### src/pkg/bosa_map.vh
// Constants for the byte OR / increment / shift execution datapath
`ifndef BOSA_MAP_VH
`define BOSA_MAP_VH

// ********************************************************************
// Operation codes from the decoder
// ********************************************************************
`define BOSA_OP_W 3
`define BOSA_OP_NONE 3'h0
`define BOSA_OP_OR_LIT 3'h1
`define BOSA_OP_OR_FILE 3'h2
`define BOSA_OP_INC_FILE 3'h3
`define BOSA_OP_SHL 3'h4
`define BOSA_OP_SHR 3'h5

// ********************************************************************
// Widths, destination encoding and reset values
// ********************************************************************
`define BOSA_DATA_W 8
`define BOSA_ADDR_W 7
`define BOSA_DEST_ACC 1'b0
`define BOSA_DEST_FILE 1'b1
`define BOSA_ACC_RST 8'h00
`define BOSA_FLAG_RST 1'b0
`define BOSA_PULSE_RST 1'b0
`define BOSA_ADDR_RST 7'h00
`define BOSA_MSB 7
`define BOSA_ONE 8'h01
`define BOSA_ZERO_BYTE 8'h00

`endif

### src/core/bosa_alu.v
// Execution datapath: OR literal/file, increment, logical shifts
//
// Contract
// - OR literal into accumulator: acc | 8-bit literal to acc, zero flag updated.
// - OR accumulator with file: result to chosen destination, only zero flag updated.
// - Increment file: file + 1 to chosen destination, zero updated, carry untouched.
// - File ops take 7-bit address; dest 0 writes accumulator, 1 writes file.
// - Left shift: bit 7 to carry, bits 6:0 to result 7:1, zero updated.
// - Left shift result bit 0 is always zero.
// - Right shift: bit 0 to carry, bits 7:1 to result 6:0, zero updated.
// - Right shift result bit 7 is always zero.
`timescale 1ns/1ps
`default_nettype none
`include "bosa_map.vh"

module bosa_alu #(
   parameter DW = `BOSA_DATA_W,
   parameter AW = `BOSA_ADDR_W
) (
   input wire i_clk,
   input wire i_reset_n,
   input wire i_valid,
   input wire [`BOSA_OP_W-1:0] i_op,
   input wire i_dest,
   input wire [AW-1:0] i_file_addr,
   input wire [DW-1:0] i_literal,
   input wire [DW-1:0] i_file_data,
   output wire [DW-1:0] o_acc,
   output wire o_zero,
   output wire o_carry,
   output wire o_file_we,
   output wire [AW-1:0] o_file_addr,
   output wire [DW-1:0] o_file_wdata,
   output wire o_done
);

   // ********************************************************************
   // State registers and their next values
   // ********************************************************************
   reg [DW-1:0] acc_r;
   reg [DW-1:0] acc_nxt;
   reg zero_r;
   reg zero_nxt;
   reg carry_r;
   reg carry_nxt;
   reg file_we_r;
   reg file_we_nxt;
   reg [AW-1:0] file_addr_r;
   reg [AW-1:0] file_addr_nxt;
   reg [DW-1:0] file_wdata_r;
   reg [DW-1:0] file_wdata_nxt;
   reg done_r;
   reg done_nxt;

   // ********************************************************************
   // Operation decode
   // ********************************************************************
   reg known_op;
   reg dest_fixed;

   // Literal form has no file operand, so its destination is fixed
   always @* begin
      known_op = 1'b0;
      dest_fixed = 1'b0;
      case (i_op)
         `BOSA_OP_OR_LIT: begin
            known_op = 1'b1;
            dest_fixed = 1'b1;
         end
         `BOSA_OP_OR_FILE: begin
            known_op = 1'b1;
         end
         `BOSA_OP_INC_FILE: begin
            known_op = 1'b1;
         end
         `BOSA_OP_SHL: begin
            known_op = 1'b1;
         end
         `BOSA_OP_SHR: begin
            known_op = 1'b1;
         end
         default: begin
            // Spare codes are no-ops
            known_op = 1'b0;
         end
      endcase
   end

   wire go = i_valid && known_op;
   // Refused requests leave acc, flags, file address and data as they were; done and write strobe clear
   wire to_file = go && !dest_fixed && (i_dest == `BOSA_DEST_FILE);
   wire to_acc = go && !to_file;

   // ********************************************************************
   // Result computation
   // ********************************************************************
   wire [DW-1:0] result;
   wire res_carry;
   wire res_zero;
   wire touch_carry;

   // Accumulator and carry operands are the registered values, so back-to-back ops chain
   bosa_result_unit #(
      .DW(DW)
   ) bosa_result_unit_i (
      .i_op(i_op),
      .i_acc(acc_r),
      .i_lit(i_literal),
      .i_file(i_file_data),
      .i_carry(carry_r),
      .o_result(result),
      .o_carry(res_carry),
      .o_zero(res_zero),
      .o_touch_carry(touch_carry)
   );

   // ********************************************************************
   // Next-state logic
   // ********************************************************************
   // Accumulator only moves when it is the destination
   always @* begin
      acc_nxt = acc_r;
      if (to_acc) begin
         acc_nxt = result;
      end
   end

   always @* begin
      zero_nxt = zero_r;
      if (go) begin
         zero_nxt = res_zero;
      end
   end

   // Carry only moves on shifts; OR and increment leave it
   always @* begin
      carry_nxt = carry_r;
      if (go && touch_carry) begin
         carry_nxt = res_carry;
      end
   end

   // Write strobe is a one-cycle pulse
   always @* begin
      file_we_nxt = to_file;
   end

   // Address and data hold until the next write for the file side
   always @* begin
      file_addr_nxt = file_addr_r;
      file_wdata_nxt = file_wdata_r;
      if (to_file) begin
         file_addr_nxt = i_file_addr;
         file_wdata_nxt = result;
      end
   end

   always @* begin
      done_nxt = go;
   end

   // ********************************************************************
   // Registers
   // ********************************************************************
   // Synchronous reset; one edge clears everything
   always @(posedge i_clk) begin
      if (!i_reset_n) begin
         acc_r <= `BOSA_ACC_RST;
      end else begin
         acc_r <= acc_nxt;
      end
   end

   always @(posedge i_clk) begin
      if (!i_reset_n) begin
         zero_r <= `BOSA_FLAG_RST;
      end else begin
         zero_r <= zero_nxt;
      end
   end

   always @(posedge i_clk) begin
      if (!i_reset_n) begin
         carry_r <= `BOSA_FLAG_RST;
      end else begin
         carry_r <= carry_nxt;
      end
   end

   always @(posedge i_clk) begin
      if (!i_reset_n) begin
         file_we_r <= `BOSA_PULSE_RST;
      end else begin
         file_we_r <= file_we_nxt;
      end
   end

   always @(posedge i_clk) begin
      if (!i_reset_n) begin
         file_addr_r <= `BOSA_ADDR_RST;
      end else begin
         file_addr_r <= file_addr_nxt;
      end
   end

   always @(posedge i_clk) begin
      if (!i_reset_n) begin
         file_wdata_r <= `BOSA_ZERO_BYTE;
      end else begin
         file_wdata_r <= file_wdata_nxt;
      end
   end

   always @(posedge i_clk) begin
      if (!i_reset_n) begin
         done_r <= `BOSA_PULSE_RST;
      end else begin
         done_r <= done_nxt;
      end
   end

   // ********************************************************************
   // Outputs
   // ********************************************************************
   // Every output comes straight from a flip-flop
   assign o_acc = acc_r;
   assign o_zero = zero_r;
   assign o_carry = carry_r;
   assign o_file_we = file_we_r;
   assign o_file_addr = file_addr_r;
   assign o_file_wdata = file_wdata_r;
   assign o_done = done_r;

endmodule
`default_nettype wire

### src/core/bosa_result_unit.v
// Combinational result and flag unit for the execution datapath
`timescale 1ns/1ps
`default_nettype none
`include "bosa_map.vh"

module bosa_result_unit #(
   parameter DW = `BOSA_DATA_W
) (
   input wire [`BOSA_OP_W-1:0] i_op,
   input wire [DW-1:0] i_acc,
   input wire [DW-1:0] i_lit,
   input wire [DW-1:0] i_file,
   input wire i_carry,
   output reg [DW-1:0] o_result,
   output reg o_carry,
   output reg o_zero,
   output reg o_touch_carry
);

   always @* begin
      o_result = i_acc;
      o_carry = i_carry;
      o_touch_carry = 1'b0;
      case (i_op)
         `BOSA_OP_OR_LIT: begin
            o_result = i_acc | i_lit;
         end
         `BOSA_OP_OR_FILE: begin
            o_result = i_acc | i_file;
         end
         `BOSA_OP_INC_FILE: begin
            // Wraps 255 to 0; carry left alone
            o_result = i_file + `BOSA_ONE;
         end
         `BOSA_OP_SHL: begin
            o_carry = i_file[DW-1];
            o_result = {i_file[DW-2:0], 1'b0};
            o_touch_carry = 1'b1;
         end
         `BOSA_OP_SHR: begin
            o_carry = i_file[0];
            o_result = {1'b0, i_file[DW-1:1]};
            o_touch_carry = 1'b1;
         end
         default: begin
            o_result = i_acc;
         end
      endcase
      o_zero = (o_result == {DW{1'b0}});
   end

endmodule
`default_nettype wire

### config.mk
export PLATFORM = sky130hd
export DESIGN_NAME = bosa_alu
export DESIGN_NICKNAME = d
export VERILOG_FILES = /design/src/core/bosa_alu.v /design/src/core/bosa_result_unit.v
export VERILOG_INCLUDE_DIRS = /design/src /design/src/pkg
export SDC_FILE = /design/constraint.sdc
export NUM_CORES = 1
export LEC_CHECK = 0
export BUFFER_PORTS_ARGS = -buffer_cell sky130_fd_sc_hd__buf_4
export CORE_ASPECT_RATIO = 0.9
export CORE_MARGIN = 2
export CORE_UTILIZATION = 53
export DETAILED_ROUTE_END_ITERATION = 10
export PLACE_DENSITY = 0.84
export SLEW_MARGIN = 20
export SYNTH_ARGS = -nofsm -noshare
export SYNTH_HDL_FRONTEND = slang
export SYNTH_SLANG_ARGS = --single-unit
### constraint.sdc
create_clock -name i_clk -period 3 [get_ports i_clk]
set_input_delay 0.45 -clock i_clk [delete_from_list [all_inputs] [get_ports i_clk]]
set_output_delay 0.45 -clock i_clk [all_outputs]
set_load 0.005 [all_outputs]
==> metrics.md, run 1 <==
| Metric | Value |
|---|---|
| First-pass GRT wire length | `6900 um` |
| Die height | `56.6 um` |
| Area growth syn-to-layout | `27.1%` |
| Register bit total from synthesis | `27` |
| Worst Hold Class | `in -> reg` |
| Antenna violations before repair | `0` |
| Max-Cap Viols | `0` |
| Leak pwr | `0.908 nW` |
| Netlist Area Pre-Place | `0.00163 mm^2` |
| Crit. End Element | `flip-flop` |
| CP delay by family, top | `simple AND/OR/NAND/NOR gates` |
| Clock-pin slew on the worst setup and hold paths | `150 ps` |
| Share of cells above drive strength 1 | `25.8%` |
| Most frequent cell after synthesis | `nand2_1` |
| Hpwl dp | `3060 um` |
| Top_reg_cell synth | `dfxtp_1` |
| Critical path's slowest cell | `or2_0` |
| Distinct cells, synth | `50` |
| Actual slew at the worst max-slew pin | `699 ps` |
| CP peak stage delay | `590 ps` |
| Worst VDD drop | `0.000279 V` |
| Unrepaired setup endpoints after global routing | `no` |
| Root buf cell | `clkbuf_4` |
| Final min period | `1780 ps` |
| Syn Inst Count | `215` |
| GRT overflow | `0` |
| DIE WIDTH | `62.5 um` |
| Setup bufs post-CTS | `0` |
| DR vias | `1718` |
| Synth top cells by count | `32 x nand2_1, 30 x nor2_1, 27 x dfxtp_1` |
| Port bufs | `56` |
| Seq/Total Area, Yosys | `33.1%` |
| Fraction of registers with async set/reset | `0%` |
| Initial Utilization | `54.5%` |
| DRC Markers | `0` |
| Final Hold Vio Count | `0` |
| Wire length per cell | `13.4 um` |
| Syn_nets | `246` |
| CTS tree | `yes` |
| WL met3 | `262 um` |
| Clock sink count | `27` |
| Final ANT Viol Nets | `0` |
| Req. time, crit path | `3260 ps` |
| Area leader, netlist | `dfxtp_1` |
| H-Tree Depth | `1` |
| Longest Clk Path Bufs | `2` |
| TritonCTS buffer count | `3` |
| DR vias/cell | `5.61` |
| Final setup violation count | `0` |
| PostCTS Resize Cnt | `0` |
| Max-slew headroom at the worst pin | `53.4%` |
| Main area contributors after synthesis | `dfxtp_1 33%, nand2_1 7.4%, nor2_1 6.9%` |
| Startpoint Class | `input pin` |
| CTS Hold Bufs | `0` |
| Syn Area/Cell | `7.59 um^2` |
| DR pass1 iterations | `4` |
| CP cell instances | `buf_4 -> and2b_1 -> o21ai_1 -> or2_0 -> nand2_1 -> a21oi_1` |
| Max frequency | `563 MHz` |
| Largest net degree at the start of global routing | `28` |
| GP Congestion | `0.982` |
| Antenna diodes | `0` |
| Initial DRC count | `108` |
| Synth Warn # | `0` |
| Post-Place Worst Slack | `866 ps` |
| WP buf/inv | `1` |
| Clk_skew | `8.26 ps` |
| Metal2 WL | `1970 um` |
| Crit share post-route | `59.2%` |
| EDFF count, synth | `0` |
| WP data arrival | `2040 ps` |
| Highest Signal Layer | `met4` |
| Total routed wirelength | `4090 um` |
| Number of global-route vias before repair | `1502` |
| Die ar. | `0.00354 mm^2` |
| Fin. max-slew vios | `0` |
| Setup_tns | `0 ps` |
| Ports | `57` |
| Final WS setup | `1220 ps` |
| Final Util | `69.3%` |
| Core area | `0.00300 mm^2` |
| GRT Total Usage | `24.0%` |
| P per Cell Area | `359 mW/mm^2` |
| FP Rows | `19` |
| Clock latency on the worst-skew pair | `330 ps` |
| Setup CP Type | `in -> reg` |
| Share of the synthesized area in the top cell type | `33.1%` |
| CP Max Fanout | `22` |
| Final Net Count | `296` |
| M1 wire length | `1790 um` |
| Outcome | `complete, no violations` |
==> area by class of cell <==
cell class,instances,area (um^2)
multi-input cells,169,990
fillers,301,921
flip-flops and latches,27,541
clock inverters,1,7.51
repair buffers,59,443
clock buffers,3,22.5
well taps,42,52.6
inverters,5,18.8
==> cell usage in the layout, fill, tap and decap left out, drive strengths merged, types with 3 or more instances in the layout <==
cell / netlist / final
o22ai: 6 / 6
xnor2: 3 / 3
a311oi: 3 / 3
a21oi: 21 / 21
nor2b: 3 / 3
inv: 5 / 5
clkbuf: 3 / 3
nor3: 5 / 5
nand2: 32 / 32
nor2: 30 / 30
o21a: 3 / 3
o21ai: 14 / 14
nand2b: 6 / 6
dfxtp: 27 / 27
nand3: 3 / 3
buf: 11 / 59
mux2i: 7 / 7
==> per-layer routing <==
layer	global-route usage (%)	up-vias
met5	0	-
met4	6.35	0
met3	4.21	8
met2	39.9	62
met1	32.2	787
li1	-	861
==> tightest hold or removal path, cell delays in order <==
cell     delay (ps)
buf_4           110
nand2_1          40
a21oi_1          50
==> power by group <==
| group | internal (mW) | switching (mW) | leakage [nW] |
|---|---|---|---|
| sequential | 0.374 | 0.0101 | 0.220 |
| clock | 0.0511 | 0.110 | 0.0139 |
| combinational | 0.0951 | 0.105 | 0.675 |
| total | 0.520 | 0.224 | 0.908 |
==> final timing paths <==
| path | start | endpoint | slack (ps) | cells after the start |
|---|---|---|---|---|
| hold reg to reg | o_file_wdata[6] | o_file_wdata[6] | 470 | 2 |
| hold / removal | i_file_addr[0] | o_file_addr[0] | 340 | 3 |
| setup reg to reg | o_acc[0] | o_zero | 1530 | 5 |
| setup / recovery | i_op[1] | o_file_wdata[5] | 1220 | 6 |
==> cells by family after synthesis <==
| logic type | Yosys count | synth area share (%) |
|---|---|---|
| buffers and inverters | 19 | 6.21 |
| xor gates and xnor gates | 4 | 2.15 |
| muxes | 7 | 4.29 |
| DFF | 27 | 33.1 |
| adders and majority gates | 1 | 0.767 |
| AOI/OAI and AO/OA | 63 | 25.6 |
| and+or+nand+nor | 94 | 27.8 |
==> metrics by stage <==
step | total power, mW | std cells | cell area [um^2] | hold slack [ps]
after detailed placement | 0.591 | 302 | 2040 | 447
after global placement | 0.587 | 302 | 2040 | 446
after CTS | 0.747 | 306 | 2070 | 327
after floorplan | 0.508 | 215 | 1630 | 453
after global routing | 0.783 | 306 | 2070 | 320
final | 0.745 | 306 | 2070 | 338
==> flip-flops by register name, indices dropped and copies added (netlist names) <==
| signal | count |
|---|---|
| o_file_addr | 7 |
| o_acc | 8 |
| o_file_we | 1 |
| o_carry | 1 |
| o_file_wdata | 8 |
| o_done | 1 |
| o_zero | 1 |
(Power assumes the default switching activity.)
==> run 2: changes to the inputs <==
--- a/config.mk
+++ b/config.mk
@@ -9,9 +9,9 @@
 export BUFFER_PORTS_ARGS = -buffer_cell sky130_fd_sc_hd__buf_4
 export CORE_ASPECT_RATIO = 0.9
 export CORE_MARGIN = 2
-export CORE_UTILIZATION = 53
+export CORE_UTILIZATION = 50
 export DETAILED_ROUTE_END_ITERATION = 10
-export PLACE_DENSITY = 0.84
+export PLACE_DENSITY = 0.8
 export SLEW_MARGIN = 20
 export SYNTH_ARGS = -nofsm -noshare
 export SYNTH_HDL_FRONTEND = slang
==> constraint.sdc (replaced) <==
create_clock -name i_clk -period 1.7 [get_ports i_clk]
set_input_delay 0.255 -clock i_clk [delete_from_list [all_inputs] [get_ports i_clk]]
set_output_delay 0.255 -clock i_clk [all_outputs]
set_load 0.005 [all_outputs]
==> metrics.md, run 2 (synthesized netlist as in run 1, its figures left out) <==
| Metric | Value |
|---|---|
| Outcome | `complete, no violations (unchanged)` |
| Fin. max-slew vios | `0 (unchanged)` |
| WP data arrival | `1750 ps (was 2040 ps)` |
| Crit. End Element | `flip-flop (unchanged)` |
| Max-slew headroom at the worst pin | `80.8% (was 53.4%)` |
| Final min period | `1470 ps` |
| Share of cells above drive strength 1 | `31.7% (was 25.8%)` |
| Area after DPL | `0.00224 mm^2 (was 0.00204 mm^2)` |
| Max frequency | `682 MHz` |
| WP buf/inv | `0 (was 1)` |
| DIE WIDTH | `64.2 um (was 62.5 um)` |
| CP cell instances | `a221o_1 -> a21oi_1 -> nand2_1 -> nor4_1 -> a31o_1 (was buf_4 -> and2b_1 -> o21ai_1 -> or2_0 -> nand2_1 -> a21oi_1)` |
| Clock-pin slew on the worst setup and hold paths | `140 ps (was 150 ps)` |
| CP peak stage delay | `390 ps (was 590 ps)` |
| Final ANT Viol Nets | `0 (unchanged)` |
| Ports | `57 (unchanged)` |
| Worst R2R Start | `o_acc[1] (was o_acc[0])` |
| GRT Total Usage | `24.6% (was 24.0%)` |
| Post-Place Worst Slack | `-45.7 ps (was 866 ps)` |
| DR vias | `1783 (was 1718)` |
| Critical path's slowest cell | `dfxtp_1 (was or2_0)` |
| Die ar. | `0.00374 mm^2 (was 0.00354 mm^2)` |
| Longest Clk Path Bufs | `2 (unchanged)` |
| Worst VDD drop | `0.000400 V (was 0.000279 V)` |
| CP delay by family, top | `compound AO/OA/AOI/OAI gates (was simple AND/OR/NAND/NOR gates)` |
| Commonest cells after routing, fill and taps aside | `80 x buf_4, 32 x nand2_1, 30 x nor2_1 (was 59 x buf_4, 32 x nand2_1, 30 x nor2_1)` |
| Final Hold Vio Count | `0 (unchanged)` |
| H-Tree Depth | `1 (unchanged)` |
| Core area | `0.00309 mm^2 (was 0.00300 mm^2)` |
| Critical Path Start | `o_acc[1] (was i_op[1])` |
| Leak pwr | `1.03 nW (was 0.908 nW)` |
| Final WS setup | `233 ps (was 1220 ps)` |
| Clock sink count | `27 (unchanged)` |
| GRT overflow | `0 (unchanged)` |
| First-pass GRT wire length | `7340 um (was 6900 um)` |
| Setup bufs post-CTS | `0 (unchanged)` |
| FP Rows | `19 (unchanged)` |
| GP Congestion | `0.929 (was 0.982)` |
| Total routed wirelength | `4370 um (was 4090 um)` |
| Initial DRC count | `120 (was 108)` |
| Root buf cell | `clkbuf_4 (unchanged)` |
| Fillers | `263 (was 301)` |
| Final Net Count | `319 (was 296)` |
| P per Cell Area | `599 mW/mm^2 (was 359 mW/mm^2)` |
| TritonCTS buffer count | `3 (unchanged)` |
| Setup CP Type | `reg -> reg (was in -> reg)` |
| Antenna diodes | `0 (unchanged)` |
| DR pass1 iterations | `4 (unchanged)` |
| Max-Cap Viols | `0 (unchanged)` |
| Wire length per cell | `13.3 um (was 13.4 um)` |
| DRC Markers | `0 (unchanged)` |
| Most common cell after layout, fill and taps aside | `buf_4 (unchanged)` |
| PostCTS Resize Cnt | `0 (unchanged)` |
| Area growth syn-to-layout | `39.1% (was 27.1%)` |
| Clk_skew | `6.22 ps (was 8.26 ps)` |
| Port bufs | `56 (unchanged)` |
| Initial Utilization | `52.8% (was 54.5%)` |
| Worst Hold Class | `in -> reg (unchanged)` |
| Antenna violations before repair | `0 (unchanged)` |
| Req. time, crit path | `1980 ps (was 3260 ps)` |
| DR vias/cell | `5.42 (was 5.61)` |
| Final setup violation count | `0 (unchanged)` |
| Number of global-route vias before repair | `1576 (was 1502)` |
| CTS Hold Bufs | `0 (unchanged)` |
| Largest net degree at the start of global routing | `21 (was 28)` |
| Design area | `0.00227 mm^2 (was 0.00207 mm^2)` |
| Hold WS | `155 ps (was 338 ps)` |
| CTS tree | `yes (unchanged)` |
| HP Start | `i_reset_n (was i_file_addr[0])` |
| Clock latency on the worst-skew pair | `330 ps (about the same)` |
| Unrepaired setup endpoints after global routing | `no (unchanged)` |
| CP Max Fanout | `4 (was 22)` |
| Hpwl dp | `3430 um (was 3060 um)` |
| Actual slew at the worst max-slew pin | `286 ps (was 699 ps)` |
| Die height | `58.2 um (was 56.6 um)` |
| Startpoint Class | `flip-flop (was input pin)` |
| Crit share post-route | `86.3%` |
run 2: cell types whose count changed in the layout (fill, tap and decap cells not counted):
cell	delta
clkinvlp_4	-1
buf_4	+21
buf_12	+2
clkinv_2	+1
run 2: area by class of cell:
type / count / area, um^2 / area share [%]
inverter: 5 / 18.8 / 0.827
tap: 42 / 52.6 / 2.32
sequential: 27 / 541 / 23.8
clock inverter: 1 / 5.00 / 0.221
timing repair buffer: 82 / 641 / 28.2
clock buffer: 3 / 22.5 / 0.992
multi-input combinational: 169 / 990 / 43.6
run 2: where the power goes:
| part | internal, mW | switching [mW] |
|---|---|---|
| combinational | 0.216 | 0.197 |
| clock | 0.0884 | 0.180 |
| sequential | 0.660 | 0.0191 |
run 2: stage by stage:
stage          utilization, %  TNS, ps  std cells  power (mW)
2_1_floorplan               -        0        215       0.896
3_3_place_gp             72.6    -47.6        325        1.10
3_5_place_dp             72.6    -45.7        325        1.10
4_1_cts                  73.4        0        329        1.36
5_1_grt                  73.4        0        329        1.44
6_report                 73.4        0        329        1.36
run 2: worst register-to-register path, stage by stage (launching register included):
cell and delay, ps:
dfxtp_1 390, a221o_1 330, a21oi_1 210, nand2_1 100
nor4_1 200, a31o_1 190
run 2: final timing paths:
kind,to,slack (ps),cells past startpoint
worst min register to register,o_file_wdata[6],460,2
worst max-delay path,o_zero,230,5
worst min-delay path,o_acc[0],160,2
worst max register to register,o_zero,230,5
run 2: routing by layer:
layer	track usage, %	share of wire, %
met5	0	0
met4	5.78	1.0
met1	35.2	46
met2	39.4	47
met3	3.69	6.3
==> run 3: changes to the inputs <==
--- a/config.mk
+++ b/config.mk
@@ -7,7 +7,7 @@
 export NUM_CORES = 1
 export LEC_CHECK = 0
 export BUFFER_PORTS_ARGS = -buffer_cell sky130_fd_sc_hd__buf_4
-export CORE_ASPECT_RATIO = 0.9
+export CORE_ASPECT_RATIO = 0.75
 export CORE_MARGIN = 2
 export CORE_UTILIZATION = 50
 export DETAILED_ROUTE_END_ITERATION = 10
==> metrics.md, run 3 (synthesized netlist as in run 1, its figures left out) <==
| Metric | Value |
|---|---|
| Placed cell count | `321 (was 325)` |
| Worst r2r dst | `o_zero (unchanged)` |
| GR Util met1 | `35.2% (about the same)` |
| Actual slew at the worst max-slew pin | `395 ps (was 286 ps)` |
| FP Rows | `17 (was 19)` |
| Clk_skew | `6.20 ps (was 6.22 ps)` |
| CP Max Fanout | `6 (was 4)` |
| Worst-case reg-to-reg path depth | `6 (was 5)` |
| Clock latency on the worst-skew pair | `270 ps (was 330 ps)` |
| Met3 Use GR | `4.57% (was 3.69%)` |
| Final Util | `74.9% (was 73.4%)` |
| Share of cells above drive strength 1 | `31.7% (unchanged)` |
| Root buf cell | `clkbuf_8 (was clkbuf_4)` |
| Hold WS | `220 ps (was 155 ps)` |
| HP Start | `i_file_addr[0] (was i_reset_n)` |
| Setup_tns | `0 ps (unchanged)` |
| Unrepaired setup endpoints after global routing | `no (unchanged)` |
| Initial DRC count | `146 (was 120)` |
| Die ar. | `0.00374 mm^2 (about the same)` |
| CP cell instances | `buf_4 -> ha_1 -> nand2_1 -> xnor2_1 -> o22ai_1 -> o31ai_1 -> buf_4 -> nor4_1 -> a31o_1 (was a221o_1 -> a21oi_1 -> nand2_1 -> nor4_1 -> a31o_1)` |
| Initial Utilization | `54.0% (was 52.8%)` |
| Commonest cells after routing, fill and taps aside | `82 x buf_4, 32 x nand2_1, 30 x nor2_1 (was 80 x buf_4, 32 x nand2_1, 30 x nor2_1)` |
| DR vias/cell | `5.53 (was 5.42)` |
| Hold path depth | `3 (was 2)` |
| Most common cell after layout, fill and taps aside | `buf_4 (unchanged)` |
| DR vias | `1798 (was 1783)` |
| Design area | `0.00226 mm^2 (was 0.00227 mm^2)` |
| Grt peak-use layer | `met2 (unchanged)` |
| GRT Total Usage | `25.1% (was 24.6%)` |
| Max-slew headroom at the worst pin | `73.7% (was 80.8%)` |
| Antenna violations before repair | `0 (unchanged)` |
| Setup CP Type | `in -> reg (was reg -> reg)` |
| DR pass1 iterations | `4 (unchanged)` |
| Crit share post-route | `86.3% (about the same)` |
| Final Net Count | `319 (unchanged)` |
| Wire length per cell | `14.0 um (was 13.3 um)` |
| Startpoint Class | `input pin (was flip-flop)` |
| CTS tree | `yes (unchanged)` |
| Final Instance Count excl. Fillers | `325 (was 329)` |
| Met2 usage | `40.0% (was 39.4%)` |
| Final WS setup | `234 ps (was 233 ps)` |
| Hpwl dp | `3640 um (was 3430 um)` |
| Worst R2R Start | `o_acc[1] (unchanged)` |
| Final Hold Vio Count | `0 (unchanged)` |
| WHS Endpoint | `o_file_addr[0] (was o_acc[0])` |
| GRT overflow | `0 (unchanged)` |
| Clock sink count | `27 (unchanged)` |
| Area growth syn-to-layout | `38.6% (was 39.1%)` |
| Critical path's slowest cell | `nor4_1 (was dfxtp_1)` |
| Die height | `53.5 um (was 58.2 um)` |
| P per Cell Area | `643 mW/mm^2 (was 599 mW/mm^2)` |
| Final min period | `1470 ps (about the same)` |
| DRC Markers | `0 (unchanged)` |
| Core area | `0.00302 mm^2 (was 0.00309 mm^2)` |
| Ports | `57 (unchanged)` |
| Max-Cap Viols | `0 (unchanged)` |
| Worst VDD drop | `0.000496 V (was 0.000400 V)` |
| Area after DPL | `0.00221 mm^2 (was 0.00224 mm^2)` |
| CTS Hold Bufs | `0 (unchanged)` |
| Final setup violation count | `0 (unchanged)` |
| Leak pwr | `1.03 nW (about the same)` |
| Post-Place Worst Slack | `-53.8 ps (was -45.7 ps)` |
| Longest Clk Path Bufs | `2 (unchanged)` |
| TritonCTS buffer count | `3 (unchanged)` |
| Antenna diodes | `0 (unchanged)` |
| Setup bufs post-CTS | `0 (unchanged)` |
| Max frequency | `682 MHz (about the same)` |
| Port bufs | `56 (unchanged)` |
| Largest net degree at the start of global routing | `22 (was 21)` |
| Worst Hold Class | `in -> reg (unchanged)` |
| Most used cell, CP | `buf_4` |
| Number of global-route vias before repair | `1600 (was 1576)` |
| GP Congestion | `0.947 (was 0.929)` |
| Fin. max-slew vios | `0 (unchanged)` |
| Reg2reg setup slack | `250 ps (was 230 ps)` |
| WP data arrival | `1690 ps (was 1750 ps)` |
| Tot Pwr | `1.45 mW (was 1.36 mW)` |
| Crit. End Element | `flip-flop (unchanged)` |
| Outcome | `complete, no violations (unchanged)` |
| Req. time, crit path | `1920 ps (was 1980 ps)` |
| PostCTS Resize Cnt | `0 (unchanged)` |
| First-pass GRT wire length | `7390 um (was 7340 um)` |
| H-Tree Depth | `1 (unchanged)` |
| Final ANT Viol Nets | `0 (unchanged)` |
| DIE WIDTH | `70.0 um (was 64.2 um)` |
| Total routed wirelength | `4540 um (was 4370 um)` |
| CP peak stage delay | `300 ps (was 390 ps)` |
| Clock-pin slew on the worst setup and hold paths | `90 ps (was 140 ps)` |
-- run 3: cell count changes in the layout (fill, tap and decap cells not counted), sizes merged --
cell / previous run / this run
clkinv: 1 / 0
clkinvlp: 0 / 1
-- run 3: how the worst max path moves through the flow --
stage,from,end,slack [ps],depth (start not counted)
finish,i_file_data[1],o_zero,230,9
CTS,i_op[1],o_zero,230,8
global route,i_file_data[1],o_zero,120,9
floorplan,i_op[0],o_zero,110,6
global placement,i_op[1],o_zero,-20,8
detailed placement,i_op[1],o_zero,-50,8
-- run 3: layout make-up --
| cell class | count | area, um^2 |
|---|---|---|
| Multi-Input combinational cell | 169 | 990 |
| Fill cell | 243 | 759 |
| Timing Repair Buffer | 82 | 616 |
| Sequential cell | 27 | 541 |
| Tap cell | 38 | 47.5 |
| Clock buffer | 3 | 41.3 |
| Inverter | 5 | 18.8 |
| Clock inverter | 1 | 7.51 |
-- run 3: worst max-delay path: cells and delay by family --
| family | cells | cell delay [ps] |
|---|---|---|
| AND/OR/NAND/NOR | 2 | 390 |
| XOR/XNOR | 1 | 130 |
| AO/OA/AOI/OAI | 3 | 430 |
| buffers and inverters | 2 | 250 |
| adder cells (fa/ha/maj) | 1 | 220 |
-- run 3: metal layers --
metal / part of all wire [%] / wire length, um / vias up
met5: 0 / 0 / -
met1: 48 / 2190 / 821
li1: - / - / 906
met4: 1.1 / 51 / 0
met2: 44 / 1990 / 64
met3: 7.0 / 316 / 7
-- run 3: where the power goes --
part           switching, mW  internal, mW
clock network          0.198         0.166
registers             0.0186         0.659
logic                  0.199         0.214
